`config.mk`:
```
export PLATFORM = sky130hd
export DESIGN_NAME = isa_bridge_cycle_config_regs
export DESIGN_NICKNAME = d
export VERILOG_FILES = /design/src/pkg/bridge_cfg_pkg.sv /design/src/logic/isa_bridge_cycle_config_regs.sv
export VERILOG_INCLUDE_DIRS = /design/src /design/src/pkg
export SDC_FILE = /design/constraint.sdc
export NUM_CORES = 1
export LEC_CHECK = 0
export ABC_CLOCK_PERIOD_IN_PS = 3000
export BUFFER_PORTS_ARGS = -buffer_cell sky130_fd_sc_hd__buf_2
export CORE_AREA = 3 3 102 104
export CTS_CLUSTER_SIZE = 25
export DETAILED_ROUTE_END_ITERATION = 8
export DIE_AREA = 0 0 105 107
export PLACE_DENSITY = 0.8
export SYNTH_ARGS = -nofsm -noshare
export SYNTH_HDL_FRONTEND = slang
export SYNTH_SLANG_ARGS = --single-unit
export TNS_END_PERCENT = 30
```
`constraint.sdc`:
```
create_clock -name ref_clk -period 3 [get_ports ref_clk]
set_input_delay 0.3 -clock ref_clk [delete_from_list [all_inputs] [get_ports ref_clk]]
set_output_delay 0.3 -clock ref_clk [all_outputs]
set_load 0.005 [all_outputs]
```
`src/pkg/bridge_cfg_map.svh`:
```
// Purpose: Offsets, field positions, reset values and timing counts of the ISA bridge configuration registers.
// Assumes: 250 MHz ref_clk.
// Notes: Byte address of a register is four times its index.
`ifndef BRIDGE_CFG_MAP_SVH
`define BRIDGE_CFG_MAP_SVH

`define IDX_ISA_CYCLE_CONTROL 8'h43
`define IDX_RESET_DECODE_IDE 8'h44
`define IDX_MISC_FEATURE 8'h45
`define IDX_RESERVED 8'h46
`define IDX_BOOT_ROM_SELECT 8'h47

`define RST_ISA_CYCLE_CONTROL 8'h00
`define RST_RESET_DECODE_IDE 8'h00
`define RST_MISC_FEATURE 8'h00
`define RST_BOOT_ROM_SELECT 8'h00

`define MISC_WRITE_MASK 8'hcb
`define RDEC_SOFT_RESET_BIT 7
`define RDEC_SUBTRACTIVE_BIT 6
`define RDEC_EDGE_BIT 4
`define MISC_POLL_BIT 7
`define MISC_ROM_6266_BIT 6
`define MISC_DT_TIMEOUT_BIT 3
`define MISC_DDMA_BIT 1
`define MISC_PARITY_BIT 0

`define CLK_MHZ 250
`define REFRESH_BASE_NS 15000
`define REFRESH_BASE_CYCLES ((`REFRESH_BASE_NS * `CLK_MHZ) / 1000)
`define PCIRST_HOLD_NS 64
`define PCIRST_HOLD_CYCLES ((`PCIRST_HOLD_NS * `CLK_MHZ + 999) / 1000)

`define KBD_DATA_PORT 16'h0060
`define KBD_CMD_PORT 16'h0064
`define EC_DATA_PORT 16'h0062
`define EC_CMD_PORT 16'h0066

`endif

```
`src/pkg/bridge_cfg_pkg.sv`:
```
// Purpose: Types shared by the ISA bridge configuration register block.
// Assumes: Nothing beyond the map header.
// Notes: Field layouts follow the register bit order, msb first.
package bridge_cfg_pkg;

  // Field layout of the ISA cycle control register.
  typedef struct packed {
    logic fast_reset_en;
    logic coproc_report_en;
    logic [1:0] refresh_sel;
    logic [1:0] mem_wait;
    logic [1:0] io_wait;
  } isa_cycle_s;

  // Field layout of the reset, decode and IDE interrupt register.
  typedef struct packed {
    logic soft_reset_pci;
    logic subtractive;
    logic reserved_zero;
    logic level_to_edge;
    logic [3:0] irq_route;
  } reset_decode_s;

  // One request on the ISA command stretcher.
  typedef struct packed {
    logic start;
    logic is_mem;
  } isa_cmd_s;

  // Slave handshake states.
  typedef enum logic {BUS_IDLE, BUS_ACK} bus_state_e;

endpackage

```
`src/logic/isa_bridge_cycle_config_regs.sv`:
```
// Purpose: Byte-wide ISA bridge configuration registers and the bridge controls they steer.
// Assumes: All inputs synchronous to ref_clk; Avalon-MM master holds a request until waitrequest is low.
// Notes: Each register sits in the low byte of one aligned word; upper bits read as zero.
//
// The Avalon-MM register port was left to the implementer.
`timescale 1ns/10ps
`include "bridge_cfg_map.svh"

// Functional notes
// - Cycle control bit 7 enables fast-reset port; its writes can fire fast CPU reset.
// - Bit 6 low: error pin is IRQ13 input, ignore-error output held high.
// - Bits 5-4 pick refresh interval of 15, 30, 60 or 120 microseconds.
// - Bits 3-2 add zero to three wait states to 16-bit memory commands.
// - Bits 1-0 add zero to three wait states to 16-bit I/O commands.
// - Register 44h bit 7 lets a CPU soft reset also drive PCI reset.
// - Bit 6 picks positive or subtractive on-chip decode; DMA ports always subtractive.
// - Bit 4 turns IDE primary level interrupt into an edge; else passes through.
// - Bits 3-0 route IDE primary interrupt to an ISA IRQ in native mode.
// - Reserved route codes 1010, 1100 and 1110 disable the interrupt.
// - Register 45h bit 7 enables PCI interrupt polling mode.
// - Bit 6 extends ROM select from ports 60h, 64h to 62h, 66h too.
// - Bit 3 enables the delayed-transaction timeout counter.
// - Bit 1 enables distributed DMA.
// - Bit 0 enables bus parity checking.
// - ISA cycle control register resets to zero.
// - Index 46h is reserved with no control behind it.
module isa_bridge_cycle_config_regs #(
  parameter logic [15:0] refresh_base_cycles = 16'(`REFRESH_BASE_CYCLES)
) (
  input wire logic ref_clk,
  input wire logic rst_n,
  input wire logic [9:0] avs_address,
  input wire logic avs_read,
  input wire logic avs_write,
  input wire logic [31:0] avs_writedata,
  input wire logic [3:0] avs_byteenable,
  output logic [31:0] avs_readdata,
  output logic avs_waitrequest,
  input wire logic fast_reset_port_wr,
  input wire logic [7:0] fast_reset_port_wdata,
  output logic fast_cpu_reset,
  output logic addr_line_gate,
  input wire logic coproc_error_pin,
  input wire logic ignne_request,
  output logic external_coproc_irq_in,
  output logic coproc_error_report,
  output logic ignore_numeric_error_out,
  output logic refresh_request,
  input wire logic isa16_cmd_start,
  input wire logic isa16_cmd_is_mem,
  output logic isa16_cmd_hold,
  input wire logic cpu_soft_reset,
  output logic pci_bus_reset_out_n,
  input wire logic io_cycle_valid,
  input wire logic io_cycle_is_dma,
  input wire logic [15:0] io_cycle_port,
  output logic onchip_decode_subtractive,
  output logic rom_chip_select,
  input wire logic ide_native_mode,
  input wire logic ide_primary_irq,
  output logic [15:0] isa_irq_from_ide,
  output logic pci_irq_polling_en,
  output logic dt_timeout_en,
  output logic distributed_dma_en,
  output logic parity_check_en,
  output logic [7:0] boot_rom_select
);

  // ---------------------------------------------------------------
  // Register bus slave
  // ---------------------------------------------------------------

  bridge_cfg_pkg::bus_state_e state_r, state_nxt;
  logic waitrequest_r, waitrequest_nxt;
  logic [31:0] readdata_r, readdata_nxt;
  bridge_cfg_pkg::isa_cycle_s cycle_r, cycle_nxt;
  bridge_cfg_pkg::reset_decode_s rdec_r, rdec_nxt;
  logic [7:0] misc_r, misc_nxt;
  logic [7:0] rom_r, rom_nxt;
  logic [7:0] index;
  logic aligned;
  logic commit_wr;
  logic [7:0] wbyte;

  // Index decode: only word-aligned byte addresses hit a register.
  assign index = avs_address[9:2];
  assign aligned = (avs_address[1:0] == 2'h0);
  assign commit_wr = (state_r == bridge_cfg_pkg::BUS_ACK) && avs_write && aligned && avs_byteenable[0];
  assign wbyte = avs_writedata[7:0];

  // Handshake: waitrequest drops for one cycle after a request is seen.
  always_comb
  begin
    state_nxt = bridge_cfg_pkg::BUS_IDLE;
    waitrequest_nxt = 1'b1;
    readdata_nxt = readdata_r;
    unique case (state_r)
      bridge_cfg_pkg::BUS_IDLE:
      begin
        if (avs_read || avs_write)
        begin
          state_nxt = bridge_cfg_pkg::BUS_ACK;
          waitrequest_nxt = 1'b0;
          readdata_nxt = 32'h0000_0000;
          if (avs_read && aligned)
          begin
            unique case (index)
              `IDX_ISA_CYCLE_CONTROL: readdata_nxt[7:0] = cycle_r;
              `IDX_RESET_DECODE_IDE: readdata_nxt[7:0] = rdec_r;
              `IDX_MISC_FEATURE: readdata_nxt[7:0] = misc_r;
              `IDX_BOOT_ROM_SELECT: readdata_nxt[7:0] = rom_r;
              default: readdata_nxt = 32'h0000_0000;
            endcase
          end
        end
      end
      bridge_cfg_pkg::BUS_ACK:
      begin
        state_nxt = bridge_cfg_pkg::BUS_IDLE;
        waitrequest_nxt = 1'b1;
      end
    endcase
  end

  // Handshake registers.
  always_ff @(posedge ref_clk or negedge rst_n)
  begin
    if (!rst_n)
    begin
      state_r <= bridge_cfg_pkg::BUS_IDLE;
      waitrequest_r <= 1'b1;
      readdata_r <= 32'h0000_0000;
    end
    else
    begin
      state_r <= state_nxt;
      waitrequest_r <= waitrequest_nxt;
      readdata_r <= readdata_nxt;
    end
  end

  // Register writes take effect at the edge where waitrequest is low.
  always_comb
  begin
    cycle_nxt = cycle_r;
    rdec_nxt = rdec_r;
    misc_nxt = misc_r;
    rom_nxt = rom_r;
    if (commit_wr)
    begin
      unique case (index)
        `IDX_ISA_CYCLE_CONTROL: cycle_nxt = wbyte;
        `IDX_RESET_DECODE_IDE: rdec_nxt = wbyte;
        `IDX_MISC_FEATURE: misc_nxt = wbyte & `MISC_WRITE_MASK;
        `IDX_BOOT_ROM_SELECT: rom_nxt = wbyte;
        default: rom_nxt = rom_r;
      endcase
    end
  end

  // Configuration registers, all zero after reset.
  always_ff @(posedge ref_clk or negedge rst_n)
  begin
    if (!rst_n)
    begin
      cycle_r <= `RST_ISA_CYCLE_CONTROL;
      rdec_r <= `RST_RESET_DECODE_IDE;
      misc_r <= `RST_MISC_FEATURE;
      rom_r <= `RST_BOOT_ROM_SELECT;
    end
    else
    begin
      cycle_r <= cycle_nxt;
      rdec_r <= rdec_nxt;
      misc_r <= misc_nxt;
      rom_r <= rom_nxt;
    end
  end

  assign avs_waitrequest = waitrequest_r;
  assign avs_readdata = readdata_r;

  // ---------------------------------------------------------------
  // Fast reset port and coprocessor pin
  // ---------------------------------------------------------------

  logic fast_rst_r, fast_rst_nxt;
  logic gate_r, gate_nxt;
  logic port_bit0_r, port_bit0_nxt;
  logic irq13_r, irq13_nxt;
  logic ferr_r, ferr_nxt;
  logic ignne_r, ignne_nxt;

  // A 0-to-1 write of port bit 0 fires a one-cycle fast CPU reset.
  always_comb
  begin
    fast_rst_nxt = 1'b0;
    gate_nxt = gate_r;
    port_bit0_nxt = port_bit0_r;
    if (fast_reset_port_wr && cycle_r.fast_reset_en)
    begin
      gate_nxt = fast_reset_port_wdata[1];
      port_bit0_nxt = fast_reset_port_wdata[0];
      fast_rst_nxt = fast_reset_port_wdata[0] && !port_bit0_r;
    end
  end

  // Pin role follows the coprocessor enable bit.
  always_comb
  begin
    irq13_nxt = !cycle_r.coproc_report_en && coproc_error_pin;
    ferr_nxt = cycle_r.coproc_report_en && coproc_error_pin;
    ignne_nxt = cycle_r.coproc_report_en ? ignne_request : 1'b1;
  end

  // Port and coprocessor registers.
  always_ff @(posedge ref_clk or negedge rst_n)
  begin
    if (!rst_n)
    begin
      fast_rst_r <= 1'b0;
      gate_r <= 1'b0;
      port_bit0_r <= 1'b0;
      irq13_r <= 1'b0;
      ferr_r <= 1'b0;
      ignne_r <= 1'b1;
    end
    else
    begin
      fast_rst_r <= fast_rst_nxt;
      gate_r <= gate_nxt;
      port_bit0_r <= port_bit0_nxt;
      irq13_r <= irq13_nxt;
      ferr_r <= ferr_nxt;
      ignne_r <= ignne_nxt;
    end
  end

  assign fast_cpu_reset = fast_rst_r;
  assign addr_line_gate = gate_r;
  assign external_coproc_irq_in = irq13_r;
  assign coproc_error_report = ferr_r;
  assign ignore_numeric_error_out = ignne_r;

  // ---------------------------------------------------------------
  // Refresh timer and ISA command stretcher
  // ---------------------------------------------------------------

  logic [18:0] refresh_cnt_r, refresh_cnt_nxt;
  logic refresh_r, refresh_nxt;
  logic [18:0] refresh_period;
  logic [1:0] hold_cnt_r, hold_cnt_nxt;
  logic hold_r, hold_nxt;
  bridge_cfg_pkg::isa_cmd_s cmd;

  // Period doubles with each step of the select code.
  assign refresh_period = 19'({3'h0, refresh_base_cycles} << cycle_r.refresh_sel);
  assign cmd = '{start: isa16_cmd_start, is_mem: isa16_cmd_is_mem};

  // Refresh request pulses once per period.
  always_comb
  begin
    refresh_nxt = 1'b0;
    refresh_cnt_nxt = refresh_cnt_r + 19'h1;
    if (refresh_cnt_r >= refresh_period - 19'h1)
    begin
      refresh_cnt_nxt = 19'h0;
      refresh_nxt = 1'b1;
    end
  end

  // Hold stays high for the programmed number of extra waits.
  always_comb
  begin
    hold_cnt_nxt = hold_cnt_r;
    hold_nxt = 1'b0;
    if (cmd.start)
    begin
      hold_cnt_nxt = cmd.is_mem ? cycle_r.mem_wait : cycle_r.io_wait;
      hold_nxt = (hold_cnt_nxt != 2'h0);
    end
    else if (hold_cnt_r != 2'h0)
    begin
      hold_cnt_nxt = hold_cnt_r - 2'h1;
      hold_nxt = (hold_cnt_nxt != 2'h0);
    end
  end

  // Refresh and stretcher registers.
  always_ff @(posedge ref_clk or negedge rst_n)
  begin
    if (!rst_n)
    begin
      refresh_cnt_r <= 19'h0;
      refresh_r <= 1'b0;
      hold_cnt_r <= 2'h0;
      hold_r <= 1'b0;
    end
    else
    begin
      refresh_cnt_r <= refresh_cnt_nxt;
      refresh_r <= refresh_nxt;
      hold_cnt_r <= hold_cnt_nxt;
      hold_r <= hold_nxt;
    end
  end

  assign refresh_request = refresh_r;
  assign isa16_cmd_hold = hold_r;

  // ---------------------------------------------------------------
  // PCI reset, decode and ROM select
  // ---------------------------------------------------------------

  logic [7:0] pcirst_cnt_r, pcirst_cnt_nxt;
  logic pcirst_n_r, pcirst_n_nxt;
  logic subtr_r, subtr_nxt;
  logic romcs_r, romcs_nxt;

  // Soft reset starts a PCI reset pulse only when enabled.
  always_comb
  begin
    pcirst_cnt_nxt = pcirst_cnt_r;
    if (cpu_soft_reset && rdec_r.soft_reset_pci)
      pcirst_cnt_nxt = 8'(`PCIRST_HOLD_CYCLES);
    else if (pcirst_cnt_r != 8'h0)
      pcirst_cnt_nxt = pcirst_cnt_r - 8'h1;
    pcirst_n_nxt = (pcirst_cnt_nxt == 8'h0);
  end

  // Decode style and keyboard-port ROM select.
  always_comb
  begin
    subtr_nxt = rdec_r.subtractive || io_cycle_is_dma;
    romcs_nxt = io_cycle_valid &&
                ((io_cycle_port == `KBD_DATA_PORT) || (io_cycle_port == `KBD_CMD_PORT) ||
                 (misc_r[`MISC_ROM_6266_BIT] &&
                  ((io_cycle_port == `EC_DATA_PORT) || (io_cycle_port == `EC_CMD_PORT))));
  end

  // Reset, decode and ROM select registers.
  always_ff @(posedge ref_clk or negedge rst_n)
  begin
    if (!rst_n)
    begin
      pcirst_cnt_r <= 8'h0;
      pcirst_n_r <= 1'b1;
      subtr_r <= 1'b0;
      romcs_r <= 1'b0;
    end
    else
    begin
      pcirst_cnt_r <= pcirst_cnt_nxt;
      pcirst_n_r <= pcirst_n_nxt;
      subtr_r <= subtr_nxt;
      romcs_r <= romcs_nxt;
    end
  end

  assign pci_bus_reset_out_n = pcirst_n_r;
  assign onchip_decode_subtractive = subtr_r;
  assign rom_chip_select = romcs_r;

  // ---------------------------------------------------------------
  // IDE primary interrupt routing
  // ---------------------------------------------------------------

  logic ide_prev_r, ide_prev_nxt;
  logic [15:0] irq_r, irq_nxt;
  logic ide_src;

  // Maps a route code to a one-hot ISA IRQ vector.
  function automatic logic [15:0] route_onehot(input logic [3:0] code);
    logic [15:0] v;
    v = 16'h0000;
    unique case (code)
      4'h1: v[9] = 1'b1;
      4'h2: v[3] = 1'b1;
      4'h3: v[10] = 1'b1;
      4'h4: v[4] = 1'b1;
      4'h5: v[5] = 1'b1;
      4'h6: v[7] = 1'b1;
      4'h7: v[6] = 1'b1;
      4'h8: v[1] = 1'b1;
      4'h9: v[11] = 1'b1;
      4'hb: v[12] = 1'b1;
      4'hd: v[14] = 1'b1;
      4'hf: v[15] = 1'b1;
      default: v = 16'h0000;
    endcase
    return v;
  endfunction

  // Edge mode passes only the rising edge of the level interrupt.
  assign ide_src = rdec_r.level_to_edge ? (ide_primary_irq && !ide_prev_r) : ide_primary_irq;

  // Routed interrupt, only in native mode.
  always_comb
  begin
    ide_prev_nxt = ide_primary_irq;
    irq_nxt = (ide_native_mode && ide_src) ? route_onehot(rdec_r.irq_route) : 16'h0000;
  end

  // Interrupt registers.
  always_ff @(posedge ref_clk or negedge rst_n)
  begin
    if (!rst_n)
    begin
      ide_prev_r <= 1'b0;
      irq_r <= 16'h0000;
    end
    else
    begin
      ide_prev_r <= ide_prev_nxt;
      irq_r <= irq_nxt;
    end
  end

  assign isa_irq_from_ide = irq_r;

  // ---------------------------------------------------------------
  // Feature enables
  // ---------------------------------------------------------------

  // Straight from the register flip-flops.
  assign pci_irq_polling_en = misc_r[`MISC_POLL_BIT];
  assign dt_timeout_en = misc_r[`MISC_DT_TIMEOUT_BIT];
  assign distributed_dma_en = misc_r[`MISC_DDMA_BIT];
  assign parity_check_en = misc_r[`MISC_PARITY_BIT];
  assign boot_rom_select = rom_r;

endmodule

```
==> impl_results.rst <==
.. list-table::
   :header-rows: 1

   * - Metric
     - Value
   * - Number of nets still failing antenna checks after routing
     - 0
   * - Classification of the worst setup path
     - reg2reg
   * - Placement-stage cell area
     - 0.005351 mm2
   * - Die boundary height
     - 107 um
   * - Antenna violations before repair
     - 0
   * - Cells after synthesis
     - 447
   * - Startpoint types
     - flip-flop
   * - Pin count of the biggest net entering global routing
     - 92
   * - Routed length on met3
     - 548 um
   * - Diodes inserted
     - 0
   * - Worst R2R Setup Slack
     - ~0.26 ns
   * - Synthesis-to-layout area growth
     - 14.82%
   * - Tmin final
     - 2.743 ns
   * - Share of total power in sequential cells
     - approximately 52%
   * - Count of boundary I/O pins
     - roughly 160
   * - Sort of element at the end of the critical path
     - flip-flop
   * - Switching power of the nets
     - 989.9 uW
   * - Drt drc
     - 0
   * - DIE WIDTH
     - 105 um
   * - DRT Pass-1 Iters
     - 5
   * - Total congestion overflow
     - 0
   * - Max-capacitance violation count
     - 0
   * - Fraction of registers with async set/reset
     - 100.0%
   * - Vias after detailed routing
     - 3,611
   * - Count of routing violations after the opening detailed-route iteration
     - between 150 and 200
   * - Rel. slew slack
     - 44.70%
   * - Total internal power
     - approximately 2000 uW
   * - Std cell rows
     - 36
   * - Maximum number of buffers from clock root to sink
     - 2
   * - Buf/Inv on CP
     - 3
   * - Highest metal layer with signal wires
     - met4
   * - Number of distinct library cell variants in the gate-level netlist after synthesis
     - 52
   * - Worst Tran Pin Value
     - between 0.8 and 0.9 ns
   * - Final setup violating endpoints
     - 0
   * - Status
     - completed
   * - VDD IR max
     - 0.2355 mV
   * - First-pass GRT wire length
     - 17,190 um
   * - PortBufs
     - a little over 90
   * - Post-layout instance area
     - 0.005555 mm2
   * - Final net count
     - 660
   * - Cells along the critical path
     - inv_2 > ha_1 > inv_1 > a21oi_1 > o22a_1 > nor2_1 > ha_1 > nand4_1 > nor3_2 > nand4_1 > o211ai_1 > buf_4 > nor3_1
   * - Largest delay contributor family on the critical path
     - simple AND/OR/NAND/NOR gates
   * - Comb power frac
     - 21.7%
   * - Clock tree from TritonCTS
     - built
   * - Met1 wire length
     - 4566 um
   * - Class of the worst hold path
     - in2reg
   * - Switching share of total power
     - 33.03%
   * - #FFs+latches synth
     - 92
   * - Aggregate global-route resource usage
     - about a fifth
   * - Synthesis warning total
     - 0
   * - Setup tns final
     - 0 ns
   * - Multi-input combinational cell area
     - 0.002321 mm2
   * - Hold violation count in the final report
     - 0
   * - Share of power burned in the clock network
     - around a quarter
   * - Most frequent cells in the layout
     - 91 x sky130_fd_sc_hd__buf_2, 89 x sky130_fd_sc_hd__dfrtp_1, 34 x sky130_fd_sc_hd__nand2_1, 34 x sky130_fd_sc_hd__nor2_1, 30 x sky130_fd_sc_hd__conb_1
   * - Area enclosed by the die boundary
     - 0.01124 mm2
   * - Placer congestion estimate
     - 0.8294
   * - Pwr Density
     - around 540 mW/mm2
   * - Top_reg_cell synth
     - sky130_fd_sc_hd__dfrtp_1
   * - Highest cell delay on the worst timing path
     - about 0.5 ns
   * - Sequential standard cell area
     - 0.002306 mm2
   * - Most frequent standard cell in the layout excluding fill and tap cells
     - sky130_fd_sc_hd__buf_2
   * - Detailed-route vias per instance
     - 5.272
   * - Mean instance size in the synthesized netlist
     - 10.82 um2
   * - Area of the mapped netlist
     - 0.004838 mm2
   * - Slowest cell on the critical path
     - sky130_fd_sc_hd__dfrtp_1
   * - Sequential-to-total area share from yosys stat
     - 47.66%
   * - Maximum fanout along the worst path
     - 12
   * - Starting density of the core
     - 50.19%
   * - Final number of max-transition violations
     - 0
   * - Clock sinks
     - 92
   * - Clock-pin transition on the worst setup and hold timing paths
     - 0.09 ns
   * - Setup repair after global routing missed its margin
     - no
   * - Layout fillers
     - 838
   * - Worst-Skew Late Latency
     - 0.36 ns
   * - Core Footprint
     - 0.009639 mm2
   * - Wirelength per Cell
     - 15.14 um
   * - H-tree Lvls
     - 3
   * - Share of layout cells above drive strength 1
     - slightly below 30%
   * - Worst endpoint required time
     - 3.24 ns
   * - Root cell of the clock tree
     - sky130_fd_sc_hd__clkbuf_8
   * - Post CTS Setup Buffer Count
     - 0
   * - F_max
     - 364.6 MHz
   * - Number of synthesized flops with an enable pin
     - 0
   * - Leakage component of the power
     - 0.002815 uW
   * - Crit path DAT
     - 2.98 ns
   * - Routed length on met2
     - 5119 um
   * - Total clock buffers created by CTS
     - 9
   * - Post-route clock period utilization
     - 91.42%
   * - Total Routed Length
     - 10,370 um
   * - Max Clock Skew
     - about 0.013 ns
   * - Vias in the first global route
     - approximately 3,600
   * - DP HPWL
     - 7787 um
-- per-layer routing --
layer / up-vias / GRT usage, %
met3: 12 / 3.070
met5: - / 0
met2: 123 / 31.12
met1: 1752 / 24.95
met4: 0 / 7.591
li1: 1724 / -
-- cells in the mapped netlist (3+ instances only) --
cell | count | area [um2]
sky130_fd_sc_hd__dfrtp_1 | 89 | 2227
sky130_fd_sc_hd__nand2_1 | 34 | 127.6
sky130_fd_sc_hd__nor2_1 | 34 | 127.6
sky130_fd_sc_hd__buf_4 | 30 | 225.2
sky130_fd_sc_hd__ha_1 | 29 | 362.9
sky130_fd_sc_hd__nor3_1 | 27 | 135.1
sky130_fd_sc_hd__mux2_2 | 26 | 292.8
sky130_fd_sc_hd__a21oi_1 | 17 | 85.08
sky130_fd_sc_hd__xnor2_1 | 17 | 148.9
sky130_fd_sc_hd__inv_1 | 14 | 52.55
sky130_fd_sc_hd__nand3_1 | 14 | 70.07
sky130_fd_sc_hd__o21ai_0 | 13 | 65.06
sky130_fd_sc_hd__mux2_4 | 8 | 120.1
sky130_fd_sc_hd__xor2_1 | 8 | 70.07
sky130_fd_sc_hd__mux2i_1 | 7 | 70.07
sky130_fd_sc_hd__nand4_1 | 6 | 37.54
sky130_fd_sc_hd__nor4_1 | 6 | 37.54
sky130_fd_sc_hd__nor4b_1 | 6 | 52.55
sky130_fd_sc_hd__a22o_1 | 5 | 43.79
sky130_fd_sc_hd__a22oi_1 | 5 | 37.54
sky130_fd_sc_hd__buf_2 | 4 | 20.02
sky130_fd_sc_hd__and3_1 | 3 | 18.77
sky130_fd_sc_hd__dfstp_2 | 3 | 78.83
sky130_fd_sc_hd__nand2b_1 | 3 | 18.77
sky130_fd_sc_hd__nor2b_1 | 3 | 18.77
-- stage by stage --
step / std cells / worst slack [ns] / hold slack (ns) / power (uW) / util, %
final: 685 / 0.2573 / 0.06793 / 2997 / 57.63
after global placement: 668 / 0.2532 / 0.09111 / 2170 / 55.52
after detailed placement: 668 / 0.1627 / 0.09161 / 2216 / 55.52
after CTS: 685 / 0.1409 / 0.05145 / 3015 / 57.55
after global routing: 685 / 0.01942 / 0.05646 / 3191 / 57.63
after floorplan: 475 / 0.3517 / 0.004409 / 2026 / -
-- flip-flops by register name, summed over array words and instances, names as in the netlist, 2 cells and up --
signal            flops
refresh_cnt_r        19
hold_cnt_r            2
rdec_r                8
cycle_r               8
avs_readdata          8
pcirst_cnt_r          8
misc_r                5
boot_rom_select       8
isa_irq_from_ide     12
-- timing repair --
item	in CTS	in global routing
hold endpoints to repair	22	0
hold buffers	1	0
gates resized for setup	0	4
setup endpoints to repair	0	20
-- cell type report --
type	count	share of cell area, %
Inverter	14	0.9459
Tap cell	133	2.996
Sequential cell	92	41.51
Timing Repair Buffer	98	9.414
Multi-Input combinational cell	332	41.78
Clock buffer	9	2.230
Clock inverter	7	1.126
-- power by group through the flow --
stage	sequential [uW]	combinational, uW	clock (uW)
final	1550	650	793
after global routing	1580	748	863
after floorplan	1530	492	0
after detailed placement	1580	641	0
after global placement	1570	603	0
after CTS	1550	648	816
-- final timing paths --
| kind | startpoint | end | cells past startpoint |
|---|---|---|---|
| worst max-delay path | cycle_r[4] | refresh_cnt_r[15] | 13 |
| worst min-delay path | ide_primary_irq | ide_prev_r | 1 |
| worst max register to register | cycle_r[4] | refresh_cnt_r[15] | 13 |
| worst min register to register | port_bit0_r | fast_cpu_reset | 1 |
| max in group asynchronous | rst_n | ignore_numeric_error_out | 3 |
| min in group asynchronous | rst_n | isa_irq_from_ide[15] | 2 |
-- kinds of logic after synthesis --
kind of cell	after synthesis	synth area share, %
AOI/OAI and AO/OA	55	7.215
muxes	41	9.982
other	2	0.1552
buffers and inverters	51	6.698
xor gates and xnor gates	25	4.525
and+or+nand+nor	152	16.27
adders and majority gates	29	7.499
DFF	92	47.66
Power figures use the tool's default switching activity.
